File: src/design/adcpc_defs.svh
/*
 * Constants of the parallel-bus converter controller: control byte field positions,
 * reset values, cycle counts, default clock divider and channel count.
 * Assumes it is included by its bare name from design files only.
 */
`ifndef ADCPC_DEFS_SVH
`define ADCPC_DEFS_SVH

`define ADCPC_CTRL_PWR_HI_BIT   7
`define ADCPC_CTRL_PWR_LO_BIT   6
`define ADCPC_CTRL_ACQ_BIT      5
`define ADCPC_CTRL_SPAN_BIT     4
`define ADCPC_CTRL_POL_BIT      3
`define ADCPC_CTRL_CHAN_HI      2
`define ADCPC_CTRL_CHAN_LO      0
`define ADCPC_CTRL_RESET        8'h00
`define ADCPC_RESULT_RESET      12'h000
`define ADCPC_ACQ_CYCLES        6
`define ADCPC_CONV_CYCLES       12
`define ADCPC_CLK_DIV_DEFAULT   20
`define ADCPC_CHAN_COUNT        6

`endif

File: src/design/adcpc_pkg.sv
/*
 * Types shared by the converter controller and its result store.
 * Assumes nothing beyond the defs header for numbers.
 */
package adcpc_pkg;

	typedef enum logic [1:0] {
		ADCPC_PWR_EXT_CLK,
		ADCPC_PWR_INT_CLK,
		ADCPC_PWR_STANDBY,
		ADCPC_PWR_DEEP
	} adcpc_pwr_e;

	typedef enum logic [2:0] {
		ADCPC_ST_IDLE,
		ADCPC_ST_ACQ_TIMED,
		ADCPC_ST_ACQ_HOST,
		ADCPC_ST_CONVERT
	} adcpc_state_e;

	typedef logic [11:0] adcpc_word_t;

endpackage : adcpc_pkg

File: src/design/adcpc_result_if.sv
/*
 * Carrier between the controller and its result store: a write strobe with the
 * finished word, and the stored word back.
 * Assumes one clock domain, driven by the controller.
 */
`timescale 1ns/1ps
interface adcpc_result_if;
	logic                 storeEn;
	adcpc_pkg::adcpc_word_t storeWord;
	adcpc_pkg::adcpc_word_t heldWord;

	modport ctrl  (output storeEn, output storeWord, input heldWord);
	modport store (input storeEn, input storeWord, output heldWord);
endinterface : adcpc_result_if

File: src/design/adcpc_controller.sv
/*
 * Control and host interface of a six-channel 12-bit successive-approximation
 * converter: control byte capture, acquisition and conversion sequencing,
 * completion flag and three-state result bus.
 * Assumes host strobes synchronous to ref_clk and the analog core outside
 * supplying one comparator decision per conversion clock.
 */
// Notes on behaviour
// - Internal acquisition: write rising edge latches byte, acquires, then converts.
// - External acquisition: first write starts acquiring, write with bit clear converts.
// - Select high: strobes ignored and data pins released.
// - Host selects and drops read; device then drives the result.
// - Result on twelve lines, highest line is the most significant bit.
// - Timed acquisition lasts six conversion clocks, then hold and convert.
// - Every conversion lasts twelve conversion clocks.
// - A write during conversion abandons it and starts a fresh acquisition.
// - Second byte with acquisition bit set restarts an unbounded acquisition.
// - Control byte taken from the low eight data lines.
// - Byte: bits 7-6 power mode, 5 acquisition, 4 span, 3 polarity, 2-0 channel.
// - Mode 00 external clock, 01 internal, 10 standby, 11 deep; sleep keeps clock.
// - Polarity and span pick one of four input spans.
// - Channel codes 0 to 5 pick inputs 0 to 5; codes 6 and 7 select no input.
// - Unipolar results straight binary, bipolar results two's complement.
// - Completion flag drops at conversion end, rises on read or write.
// - After reset: normal mode, external clock, completion flag high.
// - Sleep waits for conversion end; bus stays usable; write falling edge wakes.
`timescale 1ns/1ps
`include "adcpc_defs.svh"
module adcpc_controller #(
	parameter int CLK_DIV = `ADCPC_CLK_DIV_DEFAULT
) (
	input  wire logic        ref_clk,
	input  wire logic        rstn,
	input  wire logic        chipSel_n,
	input  wire logic        writeStrobe_n,
	input  wire logic        readStrobe_n,
	input  wire logic [11:0] parallelDataBusIn,
	output logic      [11:0] parallelDataBusOut,
	output logic      [11:0] parallelDataBusOe,
	output logic             convDone_n,
	input  wire logic        extConvClk,
	input  wire logic        compareHigh,
	output logic      [5:0]  analogInputs,
	output logic             trackHold,
	output logic      [11:0] dacTrial,
	output logic             spanSelect,
	output logic             polaritySelect,
	output logic             standbySleep,
	output logic             deepSleep,
	output logic             internalClkSel
);
	adcpc_result_if res ();

	adcpc_result_store u_store (
		.ref_clk (ref_clk),
		.rstn    (rstn),
		.res     (res)
	);

	adcpc_pkg::adcpc_state_e stateReg;
	logic [7:0]  ctrlReg;
	logic        wrPrevReg;
	logic        rdPrevReg;
	logic        extClkPrevReg;
	logic [$clog2(CLK_DIV)-1:0] divCntReg;
	logic [3:0]  cycCntReg;
	logic [11:0] sarReg;
	logic [1:0]  clkModeReg;
	logic        sleepPendReg;
	logic [1:0]  sleepReqReg;

	// Strobes only count while selected
	logic wrRise;
	logic wrFall;
	logic rdFall;
	logic rdActive;
	logic convTick;
	logic lastConv;
	logic [7:0] wrByte;

	assign wrRise   = !chipSel_n && !wrPrevReg && writeStrobe_n;
	assign wrFall   = !chipSel_n && wrPrevReg && !writeStrobe_n;
	assign rdFall   = !chipSel_n && rdPrevReg && !readStrobe_n;
	assign rdActive = !chipSel_n && !readStrobe_n;
	assign wrByte   = parallelDataBusIn[7:0];
	assign lastConv = (stateReg == adcpc_pkg::ADCPC_ST_CONVERT) && convTick
		&& (cycCntReg == 4'(`ADCPC_CONV_CYCLES - 1));

	always_ff @(posedge ref_clk or negedge rstn) begin
		if (!rstn) begin
			wrPrevReg     <= 1'b1;
			rdPrevReg     <= 1'b1;
			extClkPrevReg <= 1'b0;
		end else begin
			wrPrevReg     <= writeStrobe_n;
			rdPrevReg     <= readStrobe_n;
			extClkPrevReg <= extConvClk;
		end
	end

	// Conversion clock: external pin edge or internal divider, as one-cycle enable
	always_ff @(posedge ref_clk or negedge rstn) begin
		if (!rstn) begin
			divCntReg <= '0;
		end else if (divCntReg == ($clog2(CLK_DIV))'(CLK_DIV - 1)) begin
			divCntReg <= '0;
		end else begin
			divCntReg <= divCntReg + 1'b1;
		end
	end

	always_comb begin
		if (clkModeReg == adcpc_pkg::ADCPC_PWR_INT_CLK) begin
			convTick = (divCntReg == ($clog2(CLK_DIV))'(CLK_DIV - 1));
		end else begin
			convTick = extConvClk && !extClkPrevReg;
		end
	end

	// Control byte capture; sleep codes leave the clock mode alone
	always_ff @(posedge ref_clk or negedge rstn) begin
		if (!rstn) begin
			ctrlReg    <= `ADCPC_CTRL_RESET;
			clkModeReg <= adcpc_pkg::ADCPC_PWR_EXT_CLK;
		end else if (wrRise) begin
			ctrlReg <= wrByte;
			if (!wrByte[`ADCPC_CTRL_PWR_HI_BIT]) begin
				clkModeReg <= wrByte[`ADCPC_CTRL_PWR_HI_BIT:`ADCPC_CTRL_PWR_LO_BIT];
			end
		end
	end

	// Sequencer: a write restarts acquisition, aborting any conversion, except a write with acquisition bit clear during host acquisition, which converts
	always_ff @(posedge ref_clk or negedge rstn) begin
		if (!rstn) begin
			stateReg  <= adcpc_pkg::ADCPC_ST_IDLE;
			cycCntReg <= '0;
		end else if (wrRise) begin
			cycCntReg <= '0;
			if (stateReg == adcpc_pkg::ADCPC_ST_ACQ_HOST && !wrByte[`ADCPC_CTRL_ACQ_BIT]) begin
				stateReg <= adcpc_pkg::ADCPC_ST_CONVERT;
			end else if (wrByte[`ADCPC_CTRL_ACQ_BIT]) begin
				stateReg <= adcpc_pkg::ADCPC_ST_ACQ_HOST;
			end else begin
				stateReg <= adcpc_pkg::ADCPC_ST_ACQ_TIMED;
			end
		end else if (convTick) begin
			case (stateReg)
				adcpc_pkg::ADCPC_ST_ACQ_TIMED: begin
					if (cycCntReg == 4'(`ADCPC_ACQ_CYCLES - 1)) begin
						stateReg  <= adcpc_pkg::ADCPC_ST_CONVERT;
						cycCntReg <= '0;
					end else begin
						cycCntReg <= cycCntReg + 1'b1;
					end
				end
				adcpc_pkg::ADCPC_ST_CONVERT: begin
					if (lastConv) begin
						stateReg  <= adcpc_pkg::ADCPC_ST_IDLE;
						cycCntReg <= '0;
					end else begin
						cycCntReg <= cycCntReg + 1'b1;
					end
				end
				adcpc_pkg::ADCPC_ST_ACQ_HOST: stateReg <= stateReg;
				adcpc_pkg::ADCPC_ST_IDLE:     stateReg <= stateReg;
				default: stateReg <= adcpc_pkg::ADCPC_ST_IDLE;
			endcase
		end
	end

	// Binary search, one decision per conversion clock, MSB first
	always_ff @(posedge ref_clk or negedge rstn) begin
		if (!rstn) begin
			sarReg <= `ADCPC_RESULT_RESET;
		end else if (stateReg != adcpc_pkg::ADCPC_ST_CONVERT) begin
			sarReg <= `ADCPC_RESULT_RESET;
		end else if (convTick) begin
			sarReg[4'(11) - cycCntReg] <= compareHigh;
		end
	end

	// Offset-binary search result flipped to two's complement for bipolar spans
	logic [11:0] finalWord;
	always_comb begin
		finalWord = sarReg;
		finalWord[4'(11) - cycCntReg] = compareHigh;
		if (ctrlReg[`ADCPC_CTRL_POL_BIT]) begin
			finalWord[11] = ~finalWord[11];
		end
	end

	assign res.storeEn   = lastConv && !wrRise;
	assign res.storeWord = finalWord;

	// Completion flag: a new end wins over a simultaneous read
	always_ff @(posedge ref_clk or negedge rstn) begin
		if (!rstn) begin
			convDone_n <= 1'b1;
		end else if (res.storeEn) begin
			convDone_n <= 1'b0;
		end else if (rdFall || wrRise) begin
			convDone_n <= 1'b1;
		end
	end

	// Sleep is latched per write, applied only when no conversion is running
	always_ff @(posedge ref_clk or negedge rstn) begin
		if (!rstn) begin
			sleepPendReg <= 1'b0;
			sleepReqReg  <= 2'b00;
			standbySleep <= 1'b0;
			deepSleep    <= 1'b0;
		end else begin
			if (wrFall) begin
				standbySleep <= 1'b0;
				deepSleep    <= 1'b0;
				sleepPendReg <= 1'b0;
			end else if (wrRise) begin
				sleepPendReg <= wrByte[`ADCPC_CTRL_PWR_HI_BIT];
				sleepReqReg  <= {wrByte[`ADCPC_CTRL_PWR_HI_BIT], wrByte[`ADCPC_CTRL_PWR_LO_BIT]};
			end else if (sleepPendReg && stateReg == adcpc_pkg::ADCPC_ST_IDLE) begin
				sleepPendReg <= 1'b0;
				standbySleep <= (sleepReqReg == adcpc_pkg::ADCPC_PWR_STANDBY);
				deepSleep    <= (sleepReqReg == adcpc_pkg::ADCPC_PWR_DEEP);
			end
		end
	end

	// One select line per input; codes 6 and 7 leave every input off
	for (genvar ch = 0; ch < `ADCPC_CHAN_COUNT; ch++) begin : g_chan
		always_ff @(posedge ref_clk or negedge rstn) begin
			if (!rstn) begin
				analogInputs[ch] <= 1'(ch == 0);
			end else begin
				analogInputs[ch] <= (ctrlReg[`ADCPC_CTRL_CHAN_HI:`ADCPC_CTRL_CHAN_LO]
					== 3'(ch));
			end
		end
	end

	// Analog-side controls, all registered
	always_ff @(posedge ref_clk or negedge rstn) begin
		if (!rstn) begin
			trackHold      <= 1'b0;
			dacTrial       <= `ADCPC_RESULT_RESET;
			spanSelect     <= 1'b0;
			polaritySelect <= 1'b0;
			internalClkSel <= 1'b0;
		end else begin
			trackHold      <= (stateReg == adcpc_pkg::ADCPC_ST_ACQ_TIMED)
				|| (stateReg == adcpc_pkg::ADCPC_ST_ACQ_HOST);
			dacTrial       <= sarReg | (12'h800 >> cycCntReg);
			spanSelect     <= ctrlReg[`ADCPC_CTRL_SPAN_BIT];
			polaritySelect <= ctrlReg[`ADCPC_CTRL_POL_BIT];
			internalClkSel <= (clkModeReg == adcpc_pkg::ADCPC_PWR_INT_CLK);
		end
	end

	// Data pins driven only while selected and reading
	always_ff @(posedge ref_clk or negedge rstn) begin
		if (!rstn) begin
			parallelDataBusOut <= `ADCPC_RESULT_RESET;
			parallelDataBusOe  <= 12'h000;
		end else begin
			parallelDataBusOut <= res.heldWord;
			parallelDataBusOe  <= {12{rdActive}};
		end
	end

	// Helper: conversion clock ticks spent in the current conversion
	logic [4:0] convTicks;
	always_ff @(posedge ref_clk or negedge rstn) begin
		if (!rstn) begin
			convTicks <= '0;
		end else if (stateReg != adcpc_pkg::ADCPC_ST_CONVERT || wrRise) begin
			convTicks <= '0;
		end else if (convTick) begin
			convTicks <= convTicks + 1'b1;
		end
	end

	conv_length_a: assert property (@(posedge ref_clk) disable iff (!rstn)
		res.storeEn |-> convTicks == 5'd11)
		else $error("conversion did not take twelve clocks");

	acq_timed_a: assert property (@(posedge ref_clk) disable iff (!rstn)
		(stateReg == adcpc_pkg::ADCPC_ST_ACQ_TIMED && convTick && !wrRise
			&& cycCntReg == 4'd5) |=> stateReg == adcpc_pkg::ADCPC_ST_CONVERT)
		else $error("timed acquisition not six clocks");

	host_acq_a: assert property (@(posedge ref_clk) disable iff (!rstn)
		(wrRise && parallelDataBusIn[5]) |=> stateReg == adcpc_pkg::ADCPC_ST_ACQ_HOST)
		else $error("host acquisition not started");

	abort_conv_a: assert property (@(posedge ref_clk) disable iff (!rstn)
		(wrRise && stateReg == adcpc_pkg::ADCPC_ST_CONVERT && !parallelDataBusIn[5])
			|=> stateReg == adcpc_pkg::ADCPC_ST_ACQ_TIMED)
		else $error("write did not abort conversion");

	bus_release_a: assert property (@(posedge ref_clk) disable iff (!rstn)
		chipSel_n |=> parallelDataBusOe == 12'h000)
		else $error("bus driven while deselected");

	read_drive_a: assert property (@(posedge ref_clk) disable iff (!rstn)
		(!chipSel_n && !readStrobe_n) |=> parallelDataBusOe == 12'hFFF)
		else $error("bus not driven on read");

	done_flag_a: assert property (@(posedge ref_clk) disable iff (!rstn)
		res.storeEn |=> !convDone_n ##0 (rdFall || wrRise || !convDone_n))
		else $error("completion flag not low after conversion");

	done_clear_a: assert property (@(posedge ref_clk) disable iff (!rstn)
		(rdFall && !res.storeEn) |=> convDone_n)
		else $error("completion flag not cleared by read");

	clk_keep_a: assert property (@(posedge ref_clk) disable iff (!rstn)
		(wrRise && parallelDataBusIn[7]) |=> $stable(clkModeReg))
		else $error("sleep code changed the clock mode");

	wake_write_a: assert property (@(posedge ref_clk) disable iff (!rstn)
		wrFall |=> !standbySleep && !deepSleep)
		else $error("write did not end sleep");

	conv_hold_a: assert property (@(posedge ref_clk) disable iff (!rstn)
		(stateReg == adcpc_pkg::ADCPC_ST_CONVERT) |=> !trackHold)
		else $error("track/hold not holding during conversion");

	deselect_ignore_a: assert property (@(posedge ref_clk) disable iff (!rstn)
		chipSel_n |=> $stable(ctrlReg))
		else $error("strobe acted while deselected");

	span_bits_a: assert property (@(posedge ref_clk) disable iff (!rstn)
		wrRise |-> ##2 (spanSelect == $past(parallelDataBusIn[`ADCPC_CTRL_SPAN_BIT], 2)
			&& polaritySelect == $past(parallelDataBusIn[`ADCPC_CTRL_POL_BIT], 2)))
		else $error("span or polarity not taken from the byte");

	int_clk_sel_a: assert property (@(posedge ref_clk) disable iff (!rstn)
		(wrRise && !parallelDataBusIn[`ADCPC_CTRL_PWR_HI_BIT]) |-> ##2
			(internalClkSel == $past(parallelDataBusIn[`ADCPC_CTRL_PWR_LO_BIT], 2)))
		else $error("clock mode not taken from the byte");

endmodule : adcpc_controller

File: src/design/adcpc_result_store.sv
/*
 * Holds the most recent completed conversion result; read data from a register.
 * Assumes the controller pulses storeEn once per finished conversion.
 */
`timescale 1ns/1ps
`include "adcpc_defs.svh"
module adcpc_result_store (
	input  wire logic    ref_clk,
	input  wire logic    rstn,
	adcpc_result_if.store res
);
	adcpc_pkg::adcpc_word_t heldReg;

	// Kept until replaced, so reads during later acquisitions still see it
	always_ff @(posedge ref_clk or negedge rstn) begin
		if (!rstn) begin
			heldReg <= `ADCPC_RESULT_RESET;
		end else if (res.storeEn) begin
			heldReg <= res.storeWord;
		end
	end

	assign res.heldWord = heldReg;

	held_word_a: assert property (@(posedge ref_clk) disable iff (!rstn)
		!res.storeEn |=> $stable(heldReg))
		else $error("result changed without a store");

endmodule : adcpc_result_store

File: config.mk
export PLATFORM = sky130hd
export DESIGN_NAME = adcpc_controller
export DESIGN_NICKNAME = d
export VERILOG_FILES = /design/src/design/adcpc_pkg.sv /design/src/design/adcpc_result_if.sv /design/src/design/adcpc_controller.sv /design/src/design/adcpc_result_store.sv
export VERILOG_INCLUDE_DIRS = /design/src /design/src/design
export SDC_FILE = /design/constraint.sdc
export NUM_CORES = 1
export LEC_CHECK = 0
export BUFFER_PORTS_ARGS = -buffer_cell sky130_fd_sc_hd__buf_2
export CELL_PAD_IN_SITES_DETAIL_PLACEMENT = 0
export CELL_PAD_IN_SITES_GLOBAL_PLACEMENT = 1
export CORE_AREA = 2 2 99 101
export DETAILED_ROUTE_END_ITERATION = 12
export DIE_AREA = 0 0 101 103
export GPL_ROUTABILITY_DRIVEN = 0
export PLACE_DENSITY_LB_ADDON = 0.1
export SYNTH_ARGS = -nofsm -noshare
export SYNTH_HDL_FRONTEND = slang
export SYNTH_SLANG_ARGS = --single-unit
File: constraint.sdc
create_clock -name ref_clk -period 1.6 [get_ports ref_clk]
set_input_delay 0.08 -clock ref_clk [delete_from_list [all_inputs] [get_ports ref_clk]]
set_output_delay 0.08 -clock ref_clk [all_outputs]
set_load 0.02 [all_outputs]
# Word level (Yosys, flattened, before mapping)
# Index checks and enable logic that the tools add are counted.
totals:
  reg_bits: 86
  input_bits: 19
  out_inout_bits: 49
op_classes:
  n_addsub: 3
  order_cmp: 2
  eq_ne: 18
  shift: 1
  mux: 31
  n_bitwise: 4
  n_reduce_logical: 37
ops:
  columns: ["operator", "count"]
  rows:
  - ["12-bit 2-to-1 mux", 2]
  - ["4-bit 2-to-1 mux", 4]
  - ["3-bit 2-to-1 mux", 5]
  - ["1-bit logical AND", 14]
  - ["1-bit 2-to-1 mux", 14]
  - ["12-bit bitwise mux", 1]
  - ["3-bit by 2-bit == test with 1-bit output, second input constant", 4]
  - ["12-bit OR", 1]
  - ["12-bit by 4-bit >> shifter with 12-bit output, first input constant", 1]
  - ["3-bit one-hot mux with 3 select lines", 1]
  - ["4-bit one-hot mux with 2 select lines", 1]
  - ["2-bit AND reduction", 4]
  - ["2-bit nonzero test", 4]
  - ["1-bit zero test", 7]
  - ["3-bit by 1-bit == test with 1-bit output, second input constant", 2]
  - ["3-bit == test, second input constant", 2]
  - ["3-bit zero test", 2]
  - ["3-bit != test, second input constant", 2]
  - ["3-bit nonzero test", 2]
  - ["5-bit by 1-bit adder with 5-bit output, second input constant", 1]
  - ["5-bit == test, second input constant", 1]
  - ["4-bit by 5-bit less-than comparator with 1-bit output, second input constant", 1]
  - ["5-bit 2-to-1 mux", 1]
  - ["4-bit by 1-bit adder with 4-bit output, second input constant", 1]
  - ["other kinds (13)", 18]

# Depth between registers and ports, before layout
logic_depth:
  word_depth: 9
  ltp_mapped: 7
  mapped_depth_nobuf: 7

# Modules after synthesis
# Synthesis repeated with hierarchy kept, for this count alone.
hier_totals:
  hier_cells: 283
  hier_area_um2: 3579.7
modules_own_cells:
  columns: ["module", "instances", "cells_per_inst", "area_each_um2"]
  rows:
  - ["adcpc_controller", 1, 258, 3095.5]
  - ["adcpc_result_store", 1, 25, 484.2]

# Worst setup path before layout
# OpenSTA, ideal clock, no wires.
synth_timing:
  path_type: "register to register"
  startpoint: "register divCntReg[0]"
  endpoint: "register u_store.heldReg[0], in the netlist u_store.res.heldWord[0]"
  setup_ns: 0.125
  arrival_time_ns: 1.511
  slack_ns: -0.035
  stages_incl_launch_ff: 6
  path_cell_list: "dfrtp_1 -> ha_1 -> and4bb_4 -> a21o_4 -> nand4_4 -> mux2_2"
synth_via:
  elab_chain_cells: 5
synth_rtl:
  columns: ["item", "line", "source"]
  rows:
  - ["start: declaration", "adcpc_controller.sv:65", "logic [$clog2(CLK_DIV)-1:0] divCntReg;"]
  - ["start signal: assignment", "adcpc_controller.sv:108", "divCntReg <= divCntReg + 1'b1;"]
  - ["5-bit == test", "adcpc_controller.sv:114", "convTick = (divCntReg == ($clog2(CLK_DIV))'(CLK_DIV - 1));"]
  - ["1-bit 2-to-1 mux", "adcpc_controller.sv:113", "if (clkModeReg == adcpc_pkg::ADCPC_PWR_INT_CLK) begin"]
  - ["1-bit logical AND (2 in series)", "adcpc_controller.sv:86", "assign lastConv = (stateReg == adcpc_pkg::ADCPC_ST_CONVERT) && convTick"]
  - ["1-bit logical AND", "adcpc_controller.sv:193", "assign res.storeEn = lastConv && !wrRise;"]
  - ["end signal: assignment", "adcpc_result_store.sv:17", "heldReg <= `ADCPC_RESULT_RESET;"]
  - ["end signal: assignment", "adcpc_result_store.sv:19", "heldReg <= res.storeWord;"]
  - ["end: declaration", "adcpc_result_store.sv:12", "adcpc_pkg::adcpc_word_t heldReg;"]
# Every way passes these cells.
# A chain may end at the register's enable or synchronous reset.

# Final worst setup path
layout_timing:
  startpoint: "register divCntReg[1]"
  endpoint: "register cycCntReg[0]"
layout_via:
  elab_chain_cells: 8
  elab_cells_between_ends: 10
layout_rtl:
  columns: ["item", "line", "source"]
  rows:
  - ["5-bit == test *", "adcpc_controller.sv:114", null]
  - ["1-bit 2-to-1 mux *", "adcpc_controller.sv:113", null]
  - ["1-bit logical AND (2 in series)", "adcpc_controller.sv:86", null]
  - ["4-bit 2-to-1 mux", "adcpc_controller.sv:158", "if (lastConv) begin"]
  - ["4-bit one-hot mux with 2 select lines", "adcpc_controller.sv:148", "case (stateReg)"]
  - ["4-bit 2-to-1 mux", "adcpc_controller.sv:147", "end else if (convTick) begin"]
  - ["4-bit 2-to-1 mux", "adcpc_controller.sv:138", "end else if (wrRise) begin"]
  - ["end signal: assignment", "adcpc_controller.sv:154", "cycCntReg <= cycCntReg + 1'b1;"]
  - ["end signal: assignment", "adcpc_controller.sv:162", "cycCntReg <= cycCntReg + 1'b1;"]
  - ["end: declaration", "adcpc_controller.sv:66", "logic [3:0] cycCntReg;"]
# Every way passes the cells marked *; elsewhere a longest branch is shown, timed or not. The select of a mux whose other input is x is not followed.

==> impl_metrics.ini <==
[floorplan]
die_w_microns = 101
io_pins = 68
die_area_sq_um = 10400
start_util_pct = 37.9
core_sq_um = 9460
die_y_microns = 103
num_rows = 36

[placed_design]
dp_cells = 502
placed_cell_area_sq_um = 4220
dp_slack_ns = -0.0736
port_buffers = 63
hpwl_microns = 4970

[sta]
hold_viol = 0
worstMarginPinSlew_ns = 0.445
max_freq_mhz = 618
finalWorstSetupSlack_ns = -0.0181
setup_tns_ns = -0.0181
fin_crit_ns = 1.62
maxSlewViolCount = 0
relSlewSlack_pct = 70.3
rsz0062_at_grt = yes
period_share_pct = 101
clock_skew_ns = 0.00956
setup_viol = 1

[final_layout]
diodes = 0
stdcell_count = 537
syn_to_final_growth_pct = 30.2
regArea_sq_um = 2130
drive_gt1_share_pct = 35.2
multi_input_area_sq_um = 1340
final_area_sq_um = 4670
mostFrequentLayoutCells = dfrtp_1 (81), buf_2 (62), nand2_1 (52)
fill_cells = 871
fin_nets = 448
layout_commonest_cell = dfrtp_1
final_util_pct = 49.3

[worst_setup_path]
critPathArrivalTime_ns = 1.87
crit_chain = ha_2, and4bb_4, a21o_4, a21oi_4, nor3_2, a21o_1
path_class = register to register
slowest_delay_ns = 0.39
required_ns = 1.85
r2r_start = divCntReg[1]
endpoint_kind = register
crit_fanout = 7
startpoint_type = register
cp_top_family = compound AO/OA/AOI/OAI gates
cp_num_buf_inv = 0
cp-startpoint = divCntReg[1]
cp_slowest_cell = dfrtp_1

[drt]
wl_per_cell_microns = 13.1
drt_iter0_markers = 47
viasPerCell = 4.63
route.detailed.drc = 0
first_pass_iters = 4
wl_microns = 7050
ant_nets = 0
vias = 2487

[pwr]
power.density_nw_per_um2 = 1300
ir_worst_vdd_mv = 0.517
leakage_nw = 2.49

[yosys]
async_flop_share_pct = 100
yosys-mux-area-fraction_pct = 3.98
synth_compound_area_share_pct = 10.9
synth_cell_types = 44
synth_top_family_by_area = simple AND/OR/NAND/NOR gates
yosysWarnings = 0
synth-simple-area-share_pct = 16.3
synth_area_sq_um = 3580
synth_fa_ha_area_share_pct = 3.84
synth-seq-cells = 85
ys_seq_area_share_pct = 59.5
syn_inst = 309
synthXorXnorAreaFrac_pct = 0.733
ys.flop_type = dfrtp_1
synth_fp_nets = 339
avgSynthCellArea_sq_um = 11.6
synth_edf_count = 0

[hold_path]
holdCritPathClass = input port to register
hold_path.startpoint = chipSel_n

[outcome]
status = finished, violations left
violations = negative setup slack

[clock_tree]
insertion_delay_ns = 0.35
cts_tree = built
cts_made_buffers = 9
cts.sink_count = 85
clkSlewWorstSetupHoldPaths_ns = 0.09
cts_buffer_depth = 2
root_buffer = clkbuf_8
cts_max_level = 3

[grt]
grt_pass1_vias = 2275
antenna_found_initial = 0
grt_max_degree = 34
grtUsageTotal_pct = 14.0
grt.overflow.total = 0
grt_pass1_wl_microns = 11200

[flow_run]
drv_cap = 0
tightest hold or removal path, delay by kind of cell:
kind / cells / cell delay (ns)
buf+inv: 2 / 0.24
simple gates: 1 / 0.06
layer usage:
layer	share of wire, %	track usage [%]	wire, microns
met5	0	0	0
met4	1.5	5.30	109
met3	4.8	3.32	339
met2	44	20.7	3130
met1	49	20.1	3470
registers in the layout, summed over array words and instances, names as in the netlist, 2 cells and up:
signal / count
u_store.res.heldWord: 12
parallelDataBusOut: 12
dacTrial: 12
divCntReg: 5
cycCntReg: 4
sleepReqReg: 2
stateReg: 2
sarReg: 12
ctrlReg: 5
analogInputs: 6
cell families after synthesis:
kind of cell / after synthesis
simple gates: 111
flops: 85
compound gates: 56
buf+inv: 29
mux: 14
fa+ha+maj: 11
xor+xnor: 3
stage by stage:
stage	hold WS [ns]	total power, W
after floorplan	-0.216	0.00357
after global placement	0.0552	0.00432
after detailed placement	0.0611	0.00433
after CTS	0.0399	0.00606
after global routing	0.0633	0.00645
final	0.0633	0.00608
Yosys cell counts, types with 3 or more instances:
cell type  number  area share, %
nand3_1        10            1.4
nand2_1        52            5.4
nand2b_1        6            1.0
buf_4          13            2.7
ha_1           11            3.8
dfstp_2         4            2.9
a21o_1         11            2.3
mux2i_1        12            3.4
inv_1           9           0.94
and3b_1         6            1.5
a21oi_1         4           0.56
a21boi_0        5            1.0
o31ai_1         3           0.63
nor2b_1         6            1.0
o21ai_0        14            2.0
dfrtp_1        81             57
nand4_1         4           0.70
nor3b_1         4           0.84
o21ai_1         9            1.3
nor2_1         12            1.3
clkbuf_1        4           0.42
report_power, final:
part	total (W)	internal, W	switching (W)	leakage, nW
Sequential	0.00255	0.00240	0.000156	1.13
Clock	0.00165	0.000880	0.000773	0.102
Combinational	0.00188	0.000852	0.00102	1.26
final timing paths:
check                                         to  slack, ns  cells past startpoint
min                         parallelDataBusOe[0]       0.06                      3
max                                 cycCntReg[0]      -0.02                      6
max reg2reg                         cycCntReg[0]      -0.02                      6
min in group asynchronous  parallelDataBusOut[9]       0.21                      2
min reg2reg                parallelDataBusOut[7]       0.37                      0
max in group asynchronous              wrPrevReg       0.80                      3
final cells by class:
cell class              instances  share of cell area (%)
clock buffers                  10                    2.74
clock inverters                 6                    1.90
inverters                       9                   0.724
multi-input cells             195                    28.6
flip-flops and latches         85                    45.7
well taps                     114                    3.06
repair buffers                118                    17.3
what timing repair did:
item | CTS | global route
endpoints found under the hold margin | 46 | 0
buffers inserted | 2 | 5
hold buffers | 12 | 0
gates resized for setup | 4 | 12
pin swaps | 4 | 8
endpoints found under the setup margin | 16 | 21
gates cloned | 0 | 0
Power figures use the tool's default switching activity.
